**src/logic/rpic_pkg.sv**
```systemverilog
// Purpose: Shared offsets, field layouts, reset values and carriers of the radio register bank
// Assumes: 10-bit register addresses, 8-bit data
// Notes:   Masks mark the implemented bits of each writable register; the rest read as zero
package rpic_pkg;

  // ----------------------------------------------------------------
  // Register offsets
  // ----------------------------------------------------------------
  localparam logic [9:0] OFS_POWER_OFF    = 10'h322;
  localparam logic [9:0] OFS_RX_EN        = 10'h324;
  localparam logic [9:0] OFS_MON_EN       = 10'h325;
  localparam logic [9:0] OFS_CONV_UPPER   = 10'h327;
  localparam logic [9:0] OFS_CONV_LOWER   = 10'h328;
  localparam logic [9:0] OFS_ALARM_LEVEL  = 10'h32d;
  localparam logic [9:0] OFS_HOST_CLK_DIV = 10'h32e;
  localparam logic [9:0] OFS_GAIN_DIV     = 10'h32f;
  localparam logic [9:0] OFS_PKT_FLAGS    = 10'h336;
  localparam logic [9:0] OFS_SYS_FLAGS    = 10'h337;
  localparam logic [9:0] OFS_TUNE_EN      = 10'h338;
  localparam logic [9:0] OFS_TUNE_STATUS  = 10'h339;

  // ----------------------------------------------------------------
  // Implemented-bit masks and reset values
  // ----------------------------------------------------------------
  localparam logic [7:0] MASK_POWER_OFF   = 8'h01;
  localparam logic [7:0] MASK_RX_EN       = 8'h1f;
  localparam logic [7:0] MASK_MON_EN      = 8'h03;
  localparam logic [7:0] MASK_ALARM_LEVEL = 8'h1f;
  localparam logic [7:0] MASK_HOST_DIV    = 8'h0f;
  localparam logic [7:0] MASK_GAIN_DIV    = 8'hff;
  localparam logic [7:0] MASK_PKT_FLAGS   = 8'hff;
  localparam logic [7:0] MASK_SYS_FLAGS   = 8'hd3;
  localparam logic [7:0] MASK_TUNE        = 8'h03;
  localparam logic [7:0] RST_ZERO         = 8'h00;
  localparam logic [7:0] RST_HOST_DIV     = 8'h04;
  localparam logic [7:0] RST_GAIN_DIV     = 8'h28;

  // ----------------------------------------------------------------
  // Field positions and scale figures
  // ----------------------------------------------------------------
  localparam int BIT_TEMP_WATCH    = 1;
  localparam int BIT_SUPPLY_WATCH  = 0;
  localparam int BIT_POWER_OFF_REQ = 0;
  localparam int BIT_SYNTH_TUNE    = 1;
  localparam int BIT_FILTER_TUNE   = 0;
  localparam int PKT_WAKE_COUNT    = 7;
  localparam int PKT_SMART_WAKE    = 6;
  localparam int PKT_CIPHER_DONE   = 5;
  localparam int PKT_TX_DONE       = 4;
  localparam int PKT_ADDR_MATCH    = 3;
  localparam int PKT_CRC_OK        = 2;
  localparam int PKT_SYNC_FOUND    = 1;
  localparam int PKT_PREAMBLE      = 0;
  localparam int SYS_SUPPLY_LOW    = 7;
  localparam int SYS_CMD_READY     = 6;
  localparam int SYS_WAKE_TIMER    = 4;
  localparam int SYS_SERIAL_READY  = 1;
  localparam int SYS_CMD_FINISHED  = 0;
  localparam logic [11:0] TRIP_BASE_MV  = 12'h6a4;
  localparam logic [11:0] TRIP_STEP_MV  = 12'h03e;
  localparam logic [11:0] GAIN_PRESCALE = 12'h010;

  // ----------------------------------------------------------------
  // Carriers
  // ----------------------------------------------------------------
  typedef struct packed {
    logic       wr;
    logic       rd;
    logic [9:0] addr;
    logic [7:0] wdata;
  } rpic_bus_req_type;

  typedef struct packed {
    logic converter_on;
    logic signal_strength_on;
    logic if_filter_on;
    logic mixer_on;
    logic low_noise_amp_on;
  } rpic_rx_en_type;

  typedef struct packed {
    logic cipher_done;
    logic tx_done;
    logic addr_match;
    logic crc_ok;
    logic sync_found;
    logic preamble_found;
  } rpic_pkt_evt_type;

  typedef struct packed {
    logic cmd_ready;
    logic wake_timer_expired;
    logic serial_ready;
    logic cmd_finished;
  } rpic_sys_evt_type;

endpackage : rpic_pkg

```
**src/logic/rpic_clk_div.sv**
```systemverilog
// Purpose: Divide-by-N rate generator giving a tick pulse and a near-square level
// Assumes: div_in of 0 or run_in low stops the output low
// Notes:   Divide by 1 cannot toggle at the clock rate from a flop; the level then stays high
`timescale 1ns/100ps
module rpic_clk_div #(
  parameter int W = 4
) (
  input  wire logic         ref_clk_in,
  input  wire logic         rst_b_in,
  input  wire logic         run_in,
  input  wire logic [W-1:0] div_in,
  output logic              tick_out,
  output logic              level_out
);

  logic [W-1:0] cnt_q;
  logic [W-1:0] cnt_d;

  wire logic active  = run_in && (div_in != '0);
  // A shrinking divisor must not strand the count above the new end
  wire logic last    = active && (cnt_q >= div_in - W'(1));
  assign cnt_d       = (!active || last) ? '0 : cnt_q + W'(1);
  wire logic level_d = active && ((div_in == W'(1)) || (cnt_d < (div_in >> 1)));

  always_ff @(posedge ref_clk_in) begin
    if (!rst_b_in) begin
      cnt_q     <= '0;
      tick_out  <= 1'b0;
      level_out <= 1'b0;
    end else begin
      cnt_q     <= cnt_d;
      tick_out  <= last;
      level_out <= level_d;
    end
  end
endmodule : rpic_clk_div

```
**src/logic/rpic_flag_bank.sv**
```systemverilog
// Purpose: Sticky event flags, cleared by writing ones
// Assumes: set_in and clr_in are single-cycle strobes
// Notes:   A set in the clearing cycle survives so no event is lost
`timescale 1ns/100ps
module rpic_flag_bank #(
  parameter int             W    = 8,
  parameter logic [W-1:0]   USED = '1
) (
  input  wire logic         ref_clk_in,
  input  wire logic         rst_b_in,
  input  wire logic [W-1:0] set_in,
  input  wire logic [W-1:0] clr_in,
  output logic [W-1:0]      flags_out
);

  wire logic [W-1:0] flags_d = ((flags_out & ~clr_in) | set_in) & USED;

  always_ff @(posedge ref_clk_in) begin
    if (!rst_b_in) begin
      flags_out <= '0;
    end else begin
      flags_out <= flags_d;
    end
  end
endmodule : rpic_flag_bank

```
**src/logic/rpic_regs.sv**
```systemverilog
// Purpose: Power, monitor, divider, event flag and tuning registers of the radio core
// Assumes: Inputs synchronous to ref_clk_in; one access per cycle on the register port
// Notes:   Reads answer one cycle after the strobe; unmapped reads return zero
`timescale 1ns/100ps
module rpic_regs (
  input  wire logic                      ref_clk_in,
  input  wire logic                      rst_b_in,
  input  wire rpic_pkg::rpic_bus_req_type bus_req_in,
  output logic [7:0]                     rd_data_out,
  output logic                           rd_valid_out,
  input  wire logic                      chip_sel_in,
  input  wire logic [7:0]                adc_result_in,
  input  wire logic                      supply_low_in,
  input  wire logic                      fsk_mode_in,
  input  wire logic                      packet_mode_in,
  input  wire logic                      cipher_loaded_in,
  input  wire logic                      smart_wake_active_in,
  input  wire logic [7:0]                signal_level_in,
  input  wire logic [7:0]                smart_wake_level_limit_in,
  input  wire logic [15:0]               wake_count_in,
  input  wire logic [15:0]               wake_count_limit_in,
  input  wire rpic_pkg::rpic_pkt_evt_type pkt_evt_in,
  input  wire rpic_pkg::rpic_sys_evt_type sys_evt_in,
  input  wire logic                      synthesizer_tune_done_in,
  input  wire logic                      baseband_filter_tune_done_in,
  output logic                           power_off_start_out,
  output rpic_pkg::rpic_rx_en_type       rx_enables_out,
  output logic                           temperature_watch_on_out,
  output logic                           supply_watch_on_out,
  output logic [11:0]                    supply_trip_mv_out,
  output logic                           clock_output_pin_out,
  output logic                           gain_loop_tick_out,
  output logic                           synthesizer_tune_enable_out,
  output logic                           baseband_filter_tune_enable_out
);

  // ----------------------------------------------------------------
  // Address decode
  // ----------------------------------------------------------------
  function automatic logic hit(input logic [9:0] a, input logic [9:0] ofs);
    hit = (a == ofs);
  endfunction : hit

  wire logic [9:0] addr  = bus_req_in.addr;
  wire logic [7:0] wdata = bus_req_in.wdata;
  wire logic       wr    = bus_req_in.wr;

  wire logic wr_power = wr && hit(addr, rpic_pkg::OFS_POWER_OFF);
  wire logic wr_rx    = wr && hit(addr, rpic_pkg::OFS_RX_EN);
  wire logic wr_mon   = wr && hit(addr, rpic_pkg::OFS_MON_EN);
  wire logic wr_alarm = wr && hit(addr, rpic_pkg::OFS_ALARM_LEVEL);
  wire logic wr_hdiv  = wr && hit(addr, rpic_pkg::OFS_HOST_CLK_DIV);
  wire logic wr_gdiv  = wr && hit(addr, rpic_pkg::OFS_GAIN_DIV);
  wire logic wr_pkt   = wr && hit(addr, rpic_pkg::OFS_PKT_FLAGS);
  wire logic wr_sys   = wr && hit(addr, rpic_pkg::OFS_SYS_FLAGS);
  wire logic wr_tune  = wr && hit(addr, rpic_pkg::OFS_TUNE_EN);

  // ----------------------------------------------------------------
  // Software registers
  // ----------------------------------------------------------------
  logic [7:0] power_q;
  logic [7:0] rx_q;
  logic [7:0] mon_q;
  logic [7:0] alarm_q;
  logic [7:0] hdiv_q;
  logic [7:0] gdiv_q;
  logic [7:0] tune_q;
  logic [7:0] status_q;

  wire logic [7:0] power_d = wr_power ? (wdata & rpic_pkg::MASK_POWER_OFF)   : power_q;
  wire logic [7:0] rx_d    = wr_rx    ? (wdata & rpic_pkg::MASK_RX_EN)       : rx_q;
  wire logic [7:0] mon_d   = wr_mon   ? (wdata & rpic_pkg::MASK_MON_EN)      : mon_q;
  wire logic [7:0] alarm_d = wr_alarm ? (wdata & rpic_pkg::MASK_ALARM_LEVEL) : alarm_q;
  wire logic [7:0] hdiv_d  = wr_hdiv  ? (wdata & rpic_pkg::MASK_HOST_DIV)    : hdiv_q;
  wire logic [7:0] gdiv_d  = wr_gdiv  ? (wdata & rpic_pkg::MASK_GAIN_DIV)    : gdiv_q;
  wire logic [7:0] tune_d  = wr_tune  ? (wdata & rpic_pkg::MASK_TUNE)        : tune_q;
  wire logic [7:0] status_d = {6'h00, synthesizer_tune_done_in, baseband_filter_tune_done_in};

  always_ff @(posedge ref_clk_in) begin
    if (!rst_b_in) begin
      power_q  <= rpic_pkg::RST_ZERO;
      rx_q     <= rpic_pkg::RST_ZERO;
      mon_q    <= rpic_pkg::RST_ZERO;
      alarm_q  <= rpic_pkg::RST_ZERO;
      hdiv_q   <= rpic_pkg::RST_HOST_DIV;
      gdiv_q   <= rpic_pkg::RST_GAIN_DIV;
      tune_q   <= rpic_pkg::RST_ZERO;
      status_q <= rpic_pkg::RST_ZERO;
    end else begin
      power_q  <= power_d;
      rx_q     <= rx_d;
      mon_q    <= mon_d;
      alarm_q  <= alarm_d;
      hdiv_q   <= hdiv_d;
      gdiv_q   <= gdiv_d;
      tune_q   <= tune_d;
      status_q <= status_d;
    end
  end

  assign rx_enables_out                  = rpic_pkg::rpic_rx_en_type'(rx_q[4:0]);
  assign temperature_watch_on_out        = mon_q[rpic_pkg::BIT_TEMP_WATCH];
  assign supply_watch_on_out             = mon_q[rpic_pkg::BIT_SUPPLY_WATCH];
  assign synthesizer_tune_enable_out     = tune_q[rpic_pkg::BIT_SYNTH_TUNE];
  assign baseband_filter_tune_enable_out = tune_q[rpic_pkg::BIT_FILTER_TUNE];

  // ----------------------------------------------------------------
  // Shutdown and supply trip level
  // ----------------------------------------------------------------
  // shutdown needs chip select high
  wire logic power_off_d = power_q[rpic_pkg::BIT_POWER_OFF_REQ] && chip_sel_in;
  // trip level in millivolts for the comparator reference
  wire logic [11:0] trip_mv_d = rpic_pkg::TRIP_BASE_MV +
                                12'(alarm_q[4:0]) * rpic_pkg::TRIP_STEP_MV;

  always_ff @(posedge ref_clk_in) begin
    if (!rst_b_in) begin
      power_off_start_out <= 1'b0;
      supply_trip_mv_out  <= rpic_pkg::TRIP_BASE_MV;
    end else begin
      power_off_start_out <= power_off_d;
      supply_trip_mv_out  <= trip_mv_d;
    end
  end

  // ----------------------------------------------------------------
  // Clock dividers
  // ----------------------------------------------------------------
  // host clock output divider
  rpic_clk_div #(.W(4)) u_host_clk (
    .ref_clk_in (ref_clk_in),
    .rst_b_in   (rst_b_in),
    .run_in     (1'b1),
    .div_in     (hdiv_q[3:0]),
    .tick_out   (),
    .level_out  (clock_output_pin_out)
  );

  // gain loop runs only in FSK modes, sixteen-fold prescale
  wire logic [11:0] gain_div = 12'(gdiv_q) * rpic_pkg::GAIN_PRESCALE;

  rpic_clk_div #(.W(12)) u_gain_clk (
    .ref_clk_in (ref_clk_in),
    .rst_b_in   (rst_b_in),
    .run_in     (fsk_mode_in),
    .div_in     (gain_div),
    .tick_out   (gain_loop_tick_out),
    .level_out  ()
  );

  // ----------------------------------------------------------------
  // Event flags
  // ----------------------------------------------------------------
  logic [7:0] pkt_set;
  logic [7:0] sys_set;
  logic [7:0] pkt_flags;
  logic [7:0] sys_flags;

  assign pkt_set[rpic_pkg::PKT_WAKE_COUNT]  = (wake_count_in == wake_count_limit_in);
  assign pkt_set[rpic_pkg::PKT_SMART_WAKE]  = smart_wake_active_in &&
                                              (signal_level_in > smart_wake_level_limit_in);
  assign pkt_set[rpic_pkg::PKT_CIPHER_DONE] = pkt_evt_in.cipher_done && cipher_loaded_in;
  assign pkt_set[rpic_pkg::PKT_TX_DONE]     = pkt_evt_in.tx_done && packet_mode_in;
  assign pkt_set[rpic_pkg::PKT_ADDR_MATCH]  = pkt_evt_in.addr_match && packet_mode_in;
  assign pkt_set[rpic_pkg::PKT_CRC_OK]      = pkt_evt_in.crc_ok && packet_mode_in;
  assign pkt_set[rpic_pkg::PKT_SYNC_FOUND]  = pkt_evt_in.sync_found;
  assign pkt_set[rpic_pkg::PKT_PREAMBLE]    = pkt_evt_in.preamble_found;

  assign sys_set[rpic_pkg::SYS_SUPPLY_LOW]   = supply_low_in && supply_watch_on_out;
  assign sys_set[rpic_pkg::SYS_CMD_READY]    = sys_evt_in.cmd_ready;
  // wake timer expired, spare bits idle
  assign sys_set[rpic_pkg::SYS_WAKE_TIMER]   = sys_evt_in.wake_timer_expired;
  assign sys_set[5]                          = 1'b0;
  assign sys_set[3:2]                        = 2'h0;
  assign sys_set[rpic_pkg::SYS_SERIAL_READY] = sys_evt_in.serial_ready;
  assign sys_set[rpic_pkg::SYS_CMD_FINISHED] = sys_evt_in.cmd_finished;

  rpic_flag_bank #(.W(8), .USED(rpic_pkg::MASK_PKT_FLAGS)) u_pkt_flags (
    .ref_clk_in (ref_clk_in),
    .rst_b_in   (rst_b_in),
    .set_in     (pkt_set),
    .clr_in     (wr_pkt ? wdata : 8'h00),
    .flags_out  (pkt_flags)
  );

  rpic_flag_bank #(.W(8), .USED(rpic_pkg::MASK_SYS_FLAGS)) u_sys_flags (
    .ref_clk_in (ref_clk_in),
    .rst_b_in   (rst_b_in),
    .set_in     (sys_set),
    .clr_in     (wr_sys ? wdata : 8'h00),
    .flags_out  (sys_flags)
  );

  // ----------------------------------------------------------------
  // Read path
  // ----------------------------------------------------------------
  // converter result split
  wire logic [7:0] conv_upper = {2'h0, adc_result_in[7:2]};
  wire logic [7:0] conv_lower = {adc_result_in[1:0], 6'h00};

  wire logic [7:0] rd_mux =
    hit(addr, rpic_pkg::OFS_POWER_OFF)    ? power_q    :
    hit(addr, rpic_pkg::OFS_RX_EN)        ? rx_q       :
    hit(addr, rpic_pkg::OFS_MON_EN)       ? mon_q      :
    hit(addr, rpic_pkg::OFS_CONV_UPPER)   ? conv_upper :
    hit(addr, rpic_pkg::OFS_CONV_LOWER)   ? conv_lower :
    hit(addr, rpic_pkg::OFS_ALARM_LEVEL)  ? alarm_q    :
    hit(addr, rpic_pkg::OFS_HOST_CLK_DIV) ? hdiv_q     :
    hit(addr, rpic_pkg::OFS_GAIN_DIV)     ? gdiv_q     :
    hit(addr, rpic_pkg::OFS_PKT_FLAGS)    ? pkt_flags  :
    hit(addr, rpic_pkg::OFS_SYS_FLAGS)    ? sys_flags  :
    hit(addr, rpic_pkg::OFS_TUNE_EN)      ? tune_q     :
    hit(addr, rpic_pkg::OFS_TUNE_STATUS)  ? status_q   : 8'h00;

  always_ff @(posedge ref_clk_in) begin
    if (!rst_b_in) begin
      rd_data_out  <= 8'h00;
      rd_valid_out <= 1'b0;
    end else begin
      rd_data_out  <= bus_req_in.rd ? rd_mux : rd_data_out;
      rd_valid_out <= bus_req_in.rd;
    end
  end
endmodule : rpic_regs

```
**config.mk**
```make
export PLATFORM = sky130hd
export DESIGN_NAME = rpic_regs
export DESIGN_NICKNAME = d
export VERILOG_FILES = /design/src/logic/rpic_pkg.sv /design/src/logic/rpic_clk_div.sv /design/src/logic/rpic_flag_bank.sv /design/src/logic/rpic_regs.sv
export SDC_FILE = /design/constraint.sdc
export NUM_CORES = 1
export LEC_CHECK = 0
export BUFFER_PORTS_ARGS = -buffer_cell sky130_fd_sc_hd__buf_2
export CORE_ASPECT_RATIO = 2
export CORE_MARGIN = 10
export CORE_UTILIZATION = 50
export CTS_BUF_LIST = sky130_fd_sc_hd__clkbuf_16
export DETAILED_ROUTE_END_ITERATION = 7
export PLACE_DENSITY = 0.75
export SYNTH_ARGS = -nofsm -noshare
export SYNTH_HDL_FRONTEND = slang
export SYNTH_SLANG_ARGS = --single-unit
```
**constraint.sdc**
```tcl
create_clock -name ref_clk_in -period 12 [get_ports ref_clk_in]
set_clock_uncertainty 0.15 [all_clocks]
set_input_delay 2.4 -clock ref_clk_in [delete_from_list [all_inputs] [get_ports ref_clk_in]]
set_output_delay 2.4 -clock ref_clk_in [all_outputs]
set_load 0.01 [all_outputs]
```
=== Word level (Yosys, flattened, before mapping) ===
Cells that the tools add are included.

* Register bits: 91

* Reductions and logical operators: 28
* $lt $le $gt $ge: 4
* Bitwise operators: 7
* Muxes and demuxes: 15
* Add/subtract/negate cells: 5
* Multiply operators: 1
* Eq/ne operators: 14

{| class="wikitable"
|+ Operators by type and width
! kind !! count
|-
| equality test 10 bit, second input constant || 12
|-
| 2-to-1 mux 8 bit || 14
|-
| logical AND 1 bit || 20
|-
| bitwise AND 8 bit || 2
|-
| equality test 16 bit || 1
|-
| NOT 8 bit || 2
|-
| bitwise OR 8 bit || 2
|-
| adder 11 x 11 -> 12 bit, first input constant || 1
|-
| adder 12 x 1 -> 12 bit, second input constant || 1
|-
| >= comparator 12 bit || 1
|-
| nonzero test 12 bit || 1
|-
| subtractor 12 x 1 -> 12 bit, second input constant || 1
|-
| multiplier 5 x 5 -> 10 bit, second input constant || 1
|-
| greater-than comparator 8 bit || 1
|-
| adder 4 x 1 -> 4 bit, second input constant || 1
|-
| equality test 4 x 1 -> 1 bit, second input constant || 1
|-
| >= comparator 4 bit || 1
|-
| less-than comparator 4 x 3 -> 1 bit || 1
|-
| 2-to-1 mux 4 bit || 1
|-
| nonzero test 4 bit || 1
|-
| subtractor 4 x 1 -> 4 bit, second input constant || 1
|-
| logical OR 1 bit || 3
|-
| logical NOT 1 bit || 2
|-
| OR reduction 2 bit || 1
|-
| NOT 1 bit || 1
|}

=== Depth between registers and ports, before layout ===
Gate-level depths: netlist (run 1).

* Depth after elaboration: 13
* Gate-level depth with buffers: 12

=== Hierarchy ===
Synthesis (run 1) repeated with hierarchy kept, for this count alone.

* Cells, all modules: 702
* Area, all modules: 6114.6 um2

{| class="wikitable"
|+ By module, submodules not included
! module !! area an instance (um2) !! cells an instance !! instances
|-
| rpic_regs || 3717.3 || 439 || 1
|-
| rpic_clk_div (u_gain_clk) || 1353.8 || 166 || 1
|-
| rpic_clk_div (u_host_clk) || 473.0 || 53 || 1
|-
| rpic_flag_bank (u_pkt_flags) || 337.8 || 25 || 1
|-
| rpic_flag_bank (u_sys_flags) || 232.7 || 19 || 1
|}

=== Worst setup path after synthesis (run 1) ===
Ideal clock, no wire load.

* Path kind: input to register
* From: input port bus_req_in[12] in the netlist's numbering
* To: register rd_data_out[5]
* Library setup time: 0.116 ns
* Data required time: 11.734 ns
* Buffers on the path: 1
* Data arrival time: 3.924 ns
* Setup slack: 7.811 ns
* Stages: 7
* Cells stage by stage: or4b_1 > buf_2 > or3_1 > o21a_1 > nand2_1 > a21oi_1 > a31o_1

* Cells in the longest elaborated chain, start to end: 13
* Elaborated cells on any way between the ends: 24
* Classes of those cells: eq/ne: 12; mux: 12

{| class="wikitable"
|+ Ends and longest elaborated chain
! element !! line !! RTL
|-
| start, declared || rpic_regs.sv:8 || <nowiki>input wire rpic_pkg::rpic_bus_req_type bus_req_in,</nowiki>
|-
| equality test 10 bit || rpic_regs.sv:41 || <nowiki>hit = (a == ofs);</nowiki>
|-
| 2-to-1 mux 8 bit || rpic_regs.sv:213 || <nowiki>hit(addr, rpic_pkg::OFS_TUNE_STATUS) ? status_q : 8'h00;</nowiki>
|-
| 2-to-1 mux 8 bit || rpic_regs.sv:212 || <nowiki>hit(addr, rpic_pkg::OFS_TUNE_EN) ? tune_q :</nowiki>
|-
| 2-to-1 mux 8 bit || rpic_regs.sv:211 || <nowiki>hit(addr, rpic_pkg::OFS_SYS_FLAGS) ? sys_flags :</nowiki>
|-
| 2-to-1 mux 8 bit || rpic_regs.sv:210 || <nowiki>hit(addr, rpic_pkg::OFS_PKT_FLAGS) ? pkt_flags :</nowiki>
|-
| 2-to-1 mux 8 bit || rpic_regs.sv:209 || <nowiki>hit(addr, rpic_pkg::OFS_GAIN_DIV) ? gdiv_q :</nowiki>
|-
| 2-to-1 mux 8 bit || rpic_regs.sv:208 || <nowiki>hit(addr, rpic_pkg::OFS_HOST_CLK_DIV) ? hdiv_q :</nowiki>
|-
| 2-to-1 mux 8 bit || rpic_regs.sv:207 || <nowiki>hit(addr, rpic_pkg::OFS_ALARM_LEVEL) ? alarm_q :</nowiki>
|-
| 2-to-1 mux 8 bit || rpic_regs.sv:206 || <nowiki>hit(addr, rpic_pkg::OFS_CONV_LOWER) ? conv_lower :</nowiki>
|-
| 2-to-1 mux 8 bit || rpic_regs.sv:205 || <nowiki>hit(addr, rpic_pkg::OFS_CONV_UPPER) ? conv_upper :</nowiki>
|-
| 2-to-1 mux 8 bit || rpic_regs.sv:204 || <nowiki>hit(addr, rpic_pkg::OFS_MON_EN) ? mon_q :</nowiki>
|-
| 2-to-1 mux 8 bit || rpic_regs.sv:203 || <nowiki>hit(addr, rpic_pkg::OFS_RX_EN) ? rx_q :</nowiki>
|-
| 2-to-1 mux 8 bit * || rpic_regs.sv:202 || <nowiki>hit(addr, rpic_pkg::OFS_POWER_OFF) ? power_q :</nowiki>
|-
| end signal, assigned || rpic_regs.sv:220 || <nowiki>rd_data_out <= bus_req_in.rd ? rd_mux : rd_data_out;</nowiki>
|-
| end, declared || rpic_regs.sv:9 || <nowiki>output logic [7:0] rd_data_out,</nowiki>
|}

Every way passes the cells marked *; elsewhere a longest branch is shown, timed or not.
A chain may end at the register's enable or synchronous reset.

=== Final worst setup path (run 1) ===
* From: input port bus_req_in[12] in the netlist's numbering
* To: register gdiv_q[3]

* Cells in the longest elaborated chain, start to end: 2

{| class="wikitable"
|+ Ends and longest elaborated chain
! element !! line !! RTL
|-
| equality test 10 bit || rpic_regs.sv:41 ||
|-
| logical AND 1 bit || rpic_regs.sv:53 || <nowiki>wire logic wr_gdiv = wr && hit(addr, rpic_pkg::OFS_GAIN_DIV);</nowiki>
|-
| end signal, assigned || rpic_regs.sv:86 || <nowiki>gdiv_q <= rpic_pkg::RST_GAIN_DIV;</nowiki>
|-
| end signal, assigned || rpic_regs.sv:95 || <nowiki>gdiv_q <= gdiv_d;</nowiki>
|-
| end, declared || rpic_regs.sv:66 || <nowiki>logic [7:0] gdiv_q;</nowiki>
|}

No other way between the ends.

==> reports/summary.txt, run 1 <==
postcts setup bufs - 0
cell area after layout - 6377 sq um
total design power - 693.9 uW
Chip Width - 93.13 microns
area of placed instances - 6051 sq um
distinct cell type count of the synthesized netlist - 73
area share of and/or/nand/nor cells after synthesis - 25.60%
most common library cell in the layout ignoring fill and taps - buf_2
I/O Pins - 129
kind of capture point of the worst setup path - flop
number of warnings reported in the yosys synthesis log - 0
Sw Share - 25.84%
ys flop type - dfxtp_1
GRT overflow - 0
number of sinks handled by clock tree synthesis - 81
drt first pass iters - 4
Floorplan Core Area - 10480 sq um
initial antenna violation count - 0
Slew Limit Headroom - 46.41%
hold path startpoint - u_gain_clk.cnt_q[0]
Netlist Area Pre-Place - 5348 sq um
diode insertion count for antenna repair - 0
total vias in the final route - 4948
final antenna-violating net count - 0
final number of max-transition violations - 0
number of placement rows - 53
average footprint of a synthesized cell - 8.543 sq um
most frequent cells in the layout - buf_2 (127), dfxtp_1 (81), nand2_1 (65)
Inserted Clock Buffers - 9
Syn Nets - 777
CP Class - input port to flop
Worst Hold Margin - 0.3231 ns
Leak Pwr - 0.002850 uW
kind of launch point of the worst setup path - input port
filler cell count in the final layout - 972
sequential cell area fraction in the yosys report - 30.32%
Switching Power - 179.3 uW
via count of the first global-routing pass - 5261
half-perimeter wire length after placement - 12380 microns
WP data required - 12.04 ns
combinational cell fraction of total power - 15.3%
launching point of the worst reg2reg path - alarm_q[2]
area fraction in compound gates after synthesis - 14.95%
Power Internal - 514.6 uW
hold buffer count at CTS - 0
Synth Register Bits - 81
worst-path maximum fanout - 10
Worst Max-Slew Pin Slew - 0.7973 ns
H-Tree Level Count - 3
largest family of logic cells by synthesized area - simple AND/OR/NAND/NOR gates
synthesized instance count - 626
CTS tree - done
Final Wtd Congestion - 0.9162
classification of the worst-slack hold path - flop to flop
setup repair after global routing missed its margin - false
timing startpoint of the critical path - bus_req_in[12]
Peak Freq - 228.1 MHz
data arrival at the endpoint of the critical path - 4.43 ns
ratio of final minimum period to clock period - 36.54%
layout cells sized above 1 - 22.79%
total track usage - 19.64%
worst reg2reg setup slack - 7.88 ns
area grow syn2layout - 19.26%
Die Ht - 166.3 microns
final critical delay including setup and external delays - 4.385 ns
insertion delay of the later-clocked pin in the worst-skew pair - 0.33 ns
DIE AREA - 15480 sq um
# Max-Cap Violations - 0
Hold Violations, Final - 0
clock edge transition at the registers on the reported setup and hold paths - 0.06 ns
final wirelength - 15350 microns
quantity of gates resized following cts - 0
Cell Pwr Density - 108.8 nW/um^2
portion of total power attributed to the clock network - 43.3%
final-report setup violation count - 0
accumulated negative setup slack - 0 ns
area share of fa/ha/maj cells after synthesis - 13.99%
Clock Tree Root - clkbuf_16
number of synthesized flops with an enable pin - 0
outcome - complete, no violations
Starting DRT DRC Count - 276
ys async rst share - 0%
number of nets in the layout - 892
Via density - 5.604
fraction of synthesized area in multiplexers - 2.737%
# port buffers - 127
detailed-route DRC error count - 0
Max VDD drop - 0.1015 mV
Initial Utilization - 51.04%
area share of xor/xnor cells in the synthesized design - 7.370%
first-pass GRT wire length - 24890 microns
maximum buffer depth of the clock tree - 2
wire per inst - 17.38 microns
largest net degree at the start of global routing - 75
sequential group share of total power - 41.4%
## final cells by class
| class | count | area [sq um] | area share [%] |
|---|---|---|---|
| inverters | 41 | 153.9 | 2.413 |
| flip-flops and latches | 81 | 1622 | 25.43 |
| clock inverters | 7 | 101.3 | 1.589 |
| well taps | 137 | 171.4 | 2.688 |
| multi-input cells | 480 | 3461 | 54.27 |
| repair buffers | 128 | 643.1 | 10.08 |
| clock buffers | 9 | 225.2 | 3.531 |
## cell families after synthesis
| logic type | count (synthesis) |
|---|---|
| other | 1 |
| DFF | 81 |
| adders and majority gates | 55 |
| AOI/OAI and AO/OA | 119 |
| buffers and inverters | 65 |
| xor gates and xnor gates | 45 |
| muxes | 14 |
| and+or+nand+nor | 246 |
## flip-flops by register name (all words and copies together), names as in the netlist, 4 cells and up
| register | count |
|---|---|
| hdiv_q | 4 |
| u_pkt_flags.flags_out | 8 |
| u_host_clk.cnt_q | 4 |
| alarm_q | 5 |
| u_sys_flags.flags_out | 5 |
| rx_q | 5 |
| supply_trip_mv_out | 11 |
| gdiv_q | 8 |
| rd_data_out | 8 |
| u_gain_clk.cnt_q | 12 |
## through the flow
step	cells	util, %	setup WS, ns
5_1_grt	883	60.87	7.438
4_1_cts	883	60.87	7.635
3_3_place_gp	867	57.75	7.296
3_5_place_dp	867	57.75	7.284
2_1_floorplan	626	-	7.811
6_report	883	60.87	7.615
## metal layers
metal,vias to the layer above,track usage (%),wire length [microns]
li1,2433,-,-
met1,2323,18.64,5466
met2,152,36.68,8447
met3,40,4.799,834
met4,0,10.53,598
met5,-,0,0
## path summary, 6_finish.rpt
check                          endpoint  cells past startpoint
setup reg to reg  supply_trip_mv_out[9]                     12
hold reg to reg     u_gain_clk.cnt_q[0]                      1
hold / removal      u_gain_clk.cnt_q[0]                      1
setup / recovery              gdiv_q[3]                      7
## worst max-delay path, cell delays in order
cell and delay (ns):
buf_2 0.11, or4b_1 0.73, nand2b_1 0.51, nor2_2 0.28
nand2_1 0.20, nand2_1 0.12, nand3_1 0.07
## power by group through the flow
stage	Combinational (uW)	Sequential [uW]	Clock, uW
5_1_grt	118	288	315
6_report	106	287	301
4_1_cts	106	287	305
3_3_place_gp	98.3	292	0
2_1_floorplan	67.8	291	0
3_5_place_dp	105	293	0
## synth_stat cells (all sizes together), types with 9 or more instances
library cell / count / area (sq um)
dfxtp: 81 / 1622
nand2: 65 / 244.0
ha: 47 / 588.1
nor2: 43 / 196.4
inv: 41 / 153.9
a21oi: 35 / 175.2
nor2b: 34 / 212.7
xnor2: 31 / 271.5
nand3: 25 / 125.1
clkbuf: 16 / 60.06
a21boi: 14 / 105.1
xor2: 14 / 122.6
nor3: 13 / 92.59
o21ai: 12 / 60.06
mux2i: 9 / 90.09
nand4: 9 / 56.30
Note: power is estimated with default switching activity, not from simulation.
==> inputs of run 2 (changes only) <==
==> constraint.sdc (replaced) <==
create_clock -name ref_clk_in -period 4.1 [get_ports ref_clk_in]
set_clock_uncertainty 0.15 [all_clocks]
set_input_delay 0.82 -clock ref_clk_in [delete_from_list [all_inputs] [get_ports ref_clk_in]]
set_output_delay 0.82 -clock ref_clk_in [all_outputs]
set_load 0.01 [all_outputs]
==> reports/summary.txt, run 2 (same netlist as run 1, synthesis figures left out) <==
number of placement rows - 53 (unchanged)
first-pass GRT wire length - 25260 microns (was 24890 microns)
Slew Limit Headroom - 48.05% (was 46.41%)
Floorplan Core Area - 10480 sq um (unchanged)
cells traversed along the worst timing path - fa_1 -> inv_1 -> fa_2 -> fa_1 -> inv_1 -> ha_1 -> or2_2 -> and3_4 -> o311a_1 -> o21bai_1 -> mux2_2 (was buf_2 -> or4b_1 -> nand2b_1 -> nor2_2 -> nand2_1 -> nand2_1 -> nand3_1)
DIE AREA - 15480 sq um (unchanged)
Finished Layout Cells - 886 (was 883)
Initial Utilization - 51.04% (unchanged)
number of cells traversed by the worst register-to-register path - 11 (was 12)
setup repair after global routing missed its margin - false (unchanged)
initial antenna violation count - 1 (was 0)
Peak Freq - 251.6 MHz
worst-path maximum fanout - 5 (was 10)
total track usage - 20.07% (was 19.64%)
maximum buffer depth of the clock tree - 2 (unchanged)
filler cell count in the final layout - 979 (was 972)
kind of cell with the highest combined delay on the critical path - adder cells (was simple AND/OR/NAND/NOR gates)
WP data required - 4.18 ns (was 12.04 ns)
met2 wire len - 8427 microns (was 8447 microns)
Cells on Worst Hold Path - 1 (unchanged)
met1 WL - 5377 microns (was 5466 microns)
topmost layer with routed signal wires - met4 (unchanged)
kind of capture point of the worst setup path - flop (unchanged)
Met3 Routed Length - 829 microns (was 834 microns)
classification of the worst-slack hold path - flop to flop (unchanged)
Chip Width - 93.13 microns (unchanged)
Die Ht - 166.3 microns (unchanged)
Hold Violations, Final - 0 (unchanged)
Min-Delay Endpoint - u_gain_clk.cnt_q[0] (unchanged)
number of sinks handled by clock tree synthesis - 81 (unchanged)
setup slack of the critical path after layout - 0.1262 ns (was 7.615 ns)
Via density - 5.630 (was 5.604)
via count of the first global-routing pass - 5370 (was 5261)
final critical delay including setup and external delays - 3.974 ns
Worst Hold Margin - 0.3107 ns (was 0.3231 ns)
wire per inst - 17.44 microns (was 17.38 microns)
detailed-route DRC error count - 0 (unchanged)
most frequent cells in the layout - buf_2 (127), dfxtp_1 (79), nand2_1 (65) (was buf_2 (127), dfxtp_1 (81), nand2_1 (65))
number of nets in the layout - 894 (was 892)
drt first pass iters - 4 (unchanged)
Worst Max-Slew Pin Slew - 0.7728 ns (was 0.7973 ns)
layout cells sized above 1 - 23.26% (was 22.79%)
final-report setup violation count - 0 (unchanged)
ratio of final minimum period to clock period - 96.92%
area grow syn2layout - 19.16% (was 19.26%)
half-perimeter wire length after placement - 12480 microns (was 12380 microns)
largest registers - u_gain_clk.cnt_q x12, supply_trip_mv_out x11 (unchanged)
insertion delay of the later-clocked pin in the worst-skew pair - 0.35 ns (was 0.33 ns)
# Max-Cap Violations - 0 (unchanged)
Starting DRT DRC Count - 248 (was 276)
clock edge transition at the registers on the reported setup and hold paths - 0.06 ns (about the same)
I/O Pins - 129 (unchanged)
timing startpoint of the critical path - alarm_q[0] (was bus_req_in[12])
hold path startpoint - u_gain_clk.cnt_q[0] (unchanged)
kind of launch point of the worst setup path - flop (was input port)
most common library cell in the layout ignoring fill and taps - buf_2 (unchanged)
postcts setup bufs - 0 (unchanged)
Inserted Clock Buffers - 9 (unchanged)
Cell Pwr Density - 307.6 nW/um^2 (was 108.8 nW/um^2)
final wirelength - 15450 microns (was 15350 microns)
Leak Pwr - 0.002852 uW (was 0.002850 uW)
data arrival at the endpoint of the critical path - 4.06 ns (was 4.43 ns)
capture instance of the worst register-to-register path - supply_trip_mv_out[10] (was supply_trip_mv_out[9])
CTS tree - done (unchanged)
accumulated negative setup slack - 0 ns (unchanged)
Max VDD drop - 0.2206 mV (was 0.1015 mV)
largest reg by FF count - u_gain_clk.cnt_q (unchanged)
largest net degree at the start of global routing - 42 (was 75)
worst setup timing slack at the placement stage - 0.009587 ns (was 7.284 ns)
Final Wtd Congestion - 0.8822 (was 0.9162)
# port buffers - 127 (unchanged)
GRT overflow - 0 (unchanged)
delay contributed by the slowest stage of the critical path - 0.57 ns (was 0.73 ns)
H-Tree Level Count - 3 (unchanged)
sum of buffers and inverters on the critical path - 2 (was 1)
number of flip-flops under the largest register name - 12 (unchanged)
Placed Cells - 869 (was 867)
final number of max-transition violations - 0 (unchanged)
outcome - complete, no violations (unchanged)
total vias in the final route - 4988 (was 4948)
final antenna-violating net count - 0 (unchanged)
slowest cell on the critical path - fa_1 (was or4b_1)
CP Class - flop to flop (was input port to flop)
worst reg2reg setup slack - 0.13 ns (was 7.88 ns)
Clock Tree Root - clkbuf_16 (unchanged)
launching point of the worst reg2reg path - alarm_q[0] (was alarm_q[2])
run 2: worst max-delay path by stage:
| stage | slack, ns | cells after the start | endpoint |
|---|---|---|---|
| CTS | 0.03 | 11 | supply_trip_mv_out[10] |
| global placement | 0.21 | 11 | supply_trip_mv_out[10] |
| detailed placement | 0.01 | 11 | supply_trip_mv_out[10] |
| finish | 0.13 | 11 | supply_trip_mv_out[10] |
| floorplan | 0.28 | 11 | supply_trip_mv_out[10] |
| global route | 0.001 | 11 | supply_trip_mv_out[10] |
run 2: final cells by class:
| type | count | area (sq um) | area share, % |
|---|---|---|---|
| well taps | 137 | 171.4 | 2.690 |
| clock buffers | 9 | 225.2 | 3.534 |
| diodes | 1 | 2.502 | 0.03927 |
| flip-flops and latches | 81 | 1624 | 25.49 |
| repair buffers | 130 | 658.1 | 10.33 |
| multi-input cells | 480 | 3468 | 54.43 |
| inverters | 41 | 153.9 | 2.415 |
| clock inverters | 7 | 68.82 | 1.080 |
run 2: where the power goes:
part | internal, uW | switching (uW)
sequential | 815 | 24.2
clock | 472 | 334
combinational | 152 | 164
run 2: timing repair:
action / 4_1_cts / 5_1_grt
endpoints found under the setup margin: 1 / 2
pin swaps: 1 / 1
gates resized for setup: 1 / 4
cloned: 0 / 0
hold buffers: 0 / 0
run 2: per-layer routing:
layer,up-vias,global-route usage [%]
li1,2438,-
met1,2326,18.83
met2,169,37.42
met3,55,4.391
met4,0,12.28
met5,-,0
run 2: through the flow:
| stage | util, % | instance area, sq um | total power, uW |
|---|---|---|---|
| 2_1_floorplan | - | 5348 | 1051 |
| 5_1_grt | 60.82 | 6372 | 2043 |
| 3_5_place_dp | 57.89 | 6066 | 1163 |
| 3_3_place_gp | 57.89 | 6066 | 1145 |
| 4_1_cts | 60.72 | 6362 | 1970 |
| 6_report | 60.82 | 6372 | 1960 |
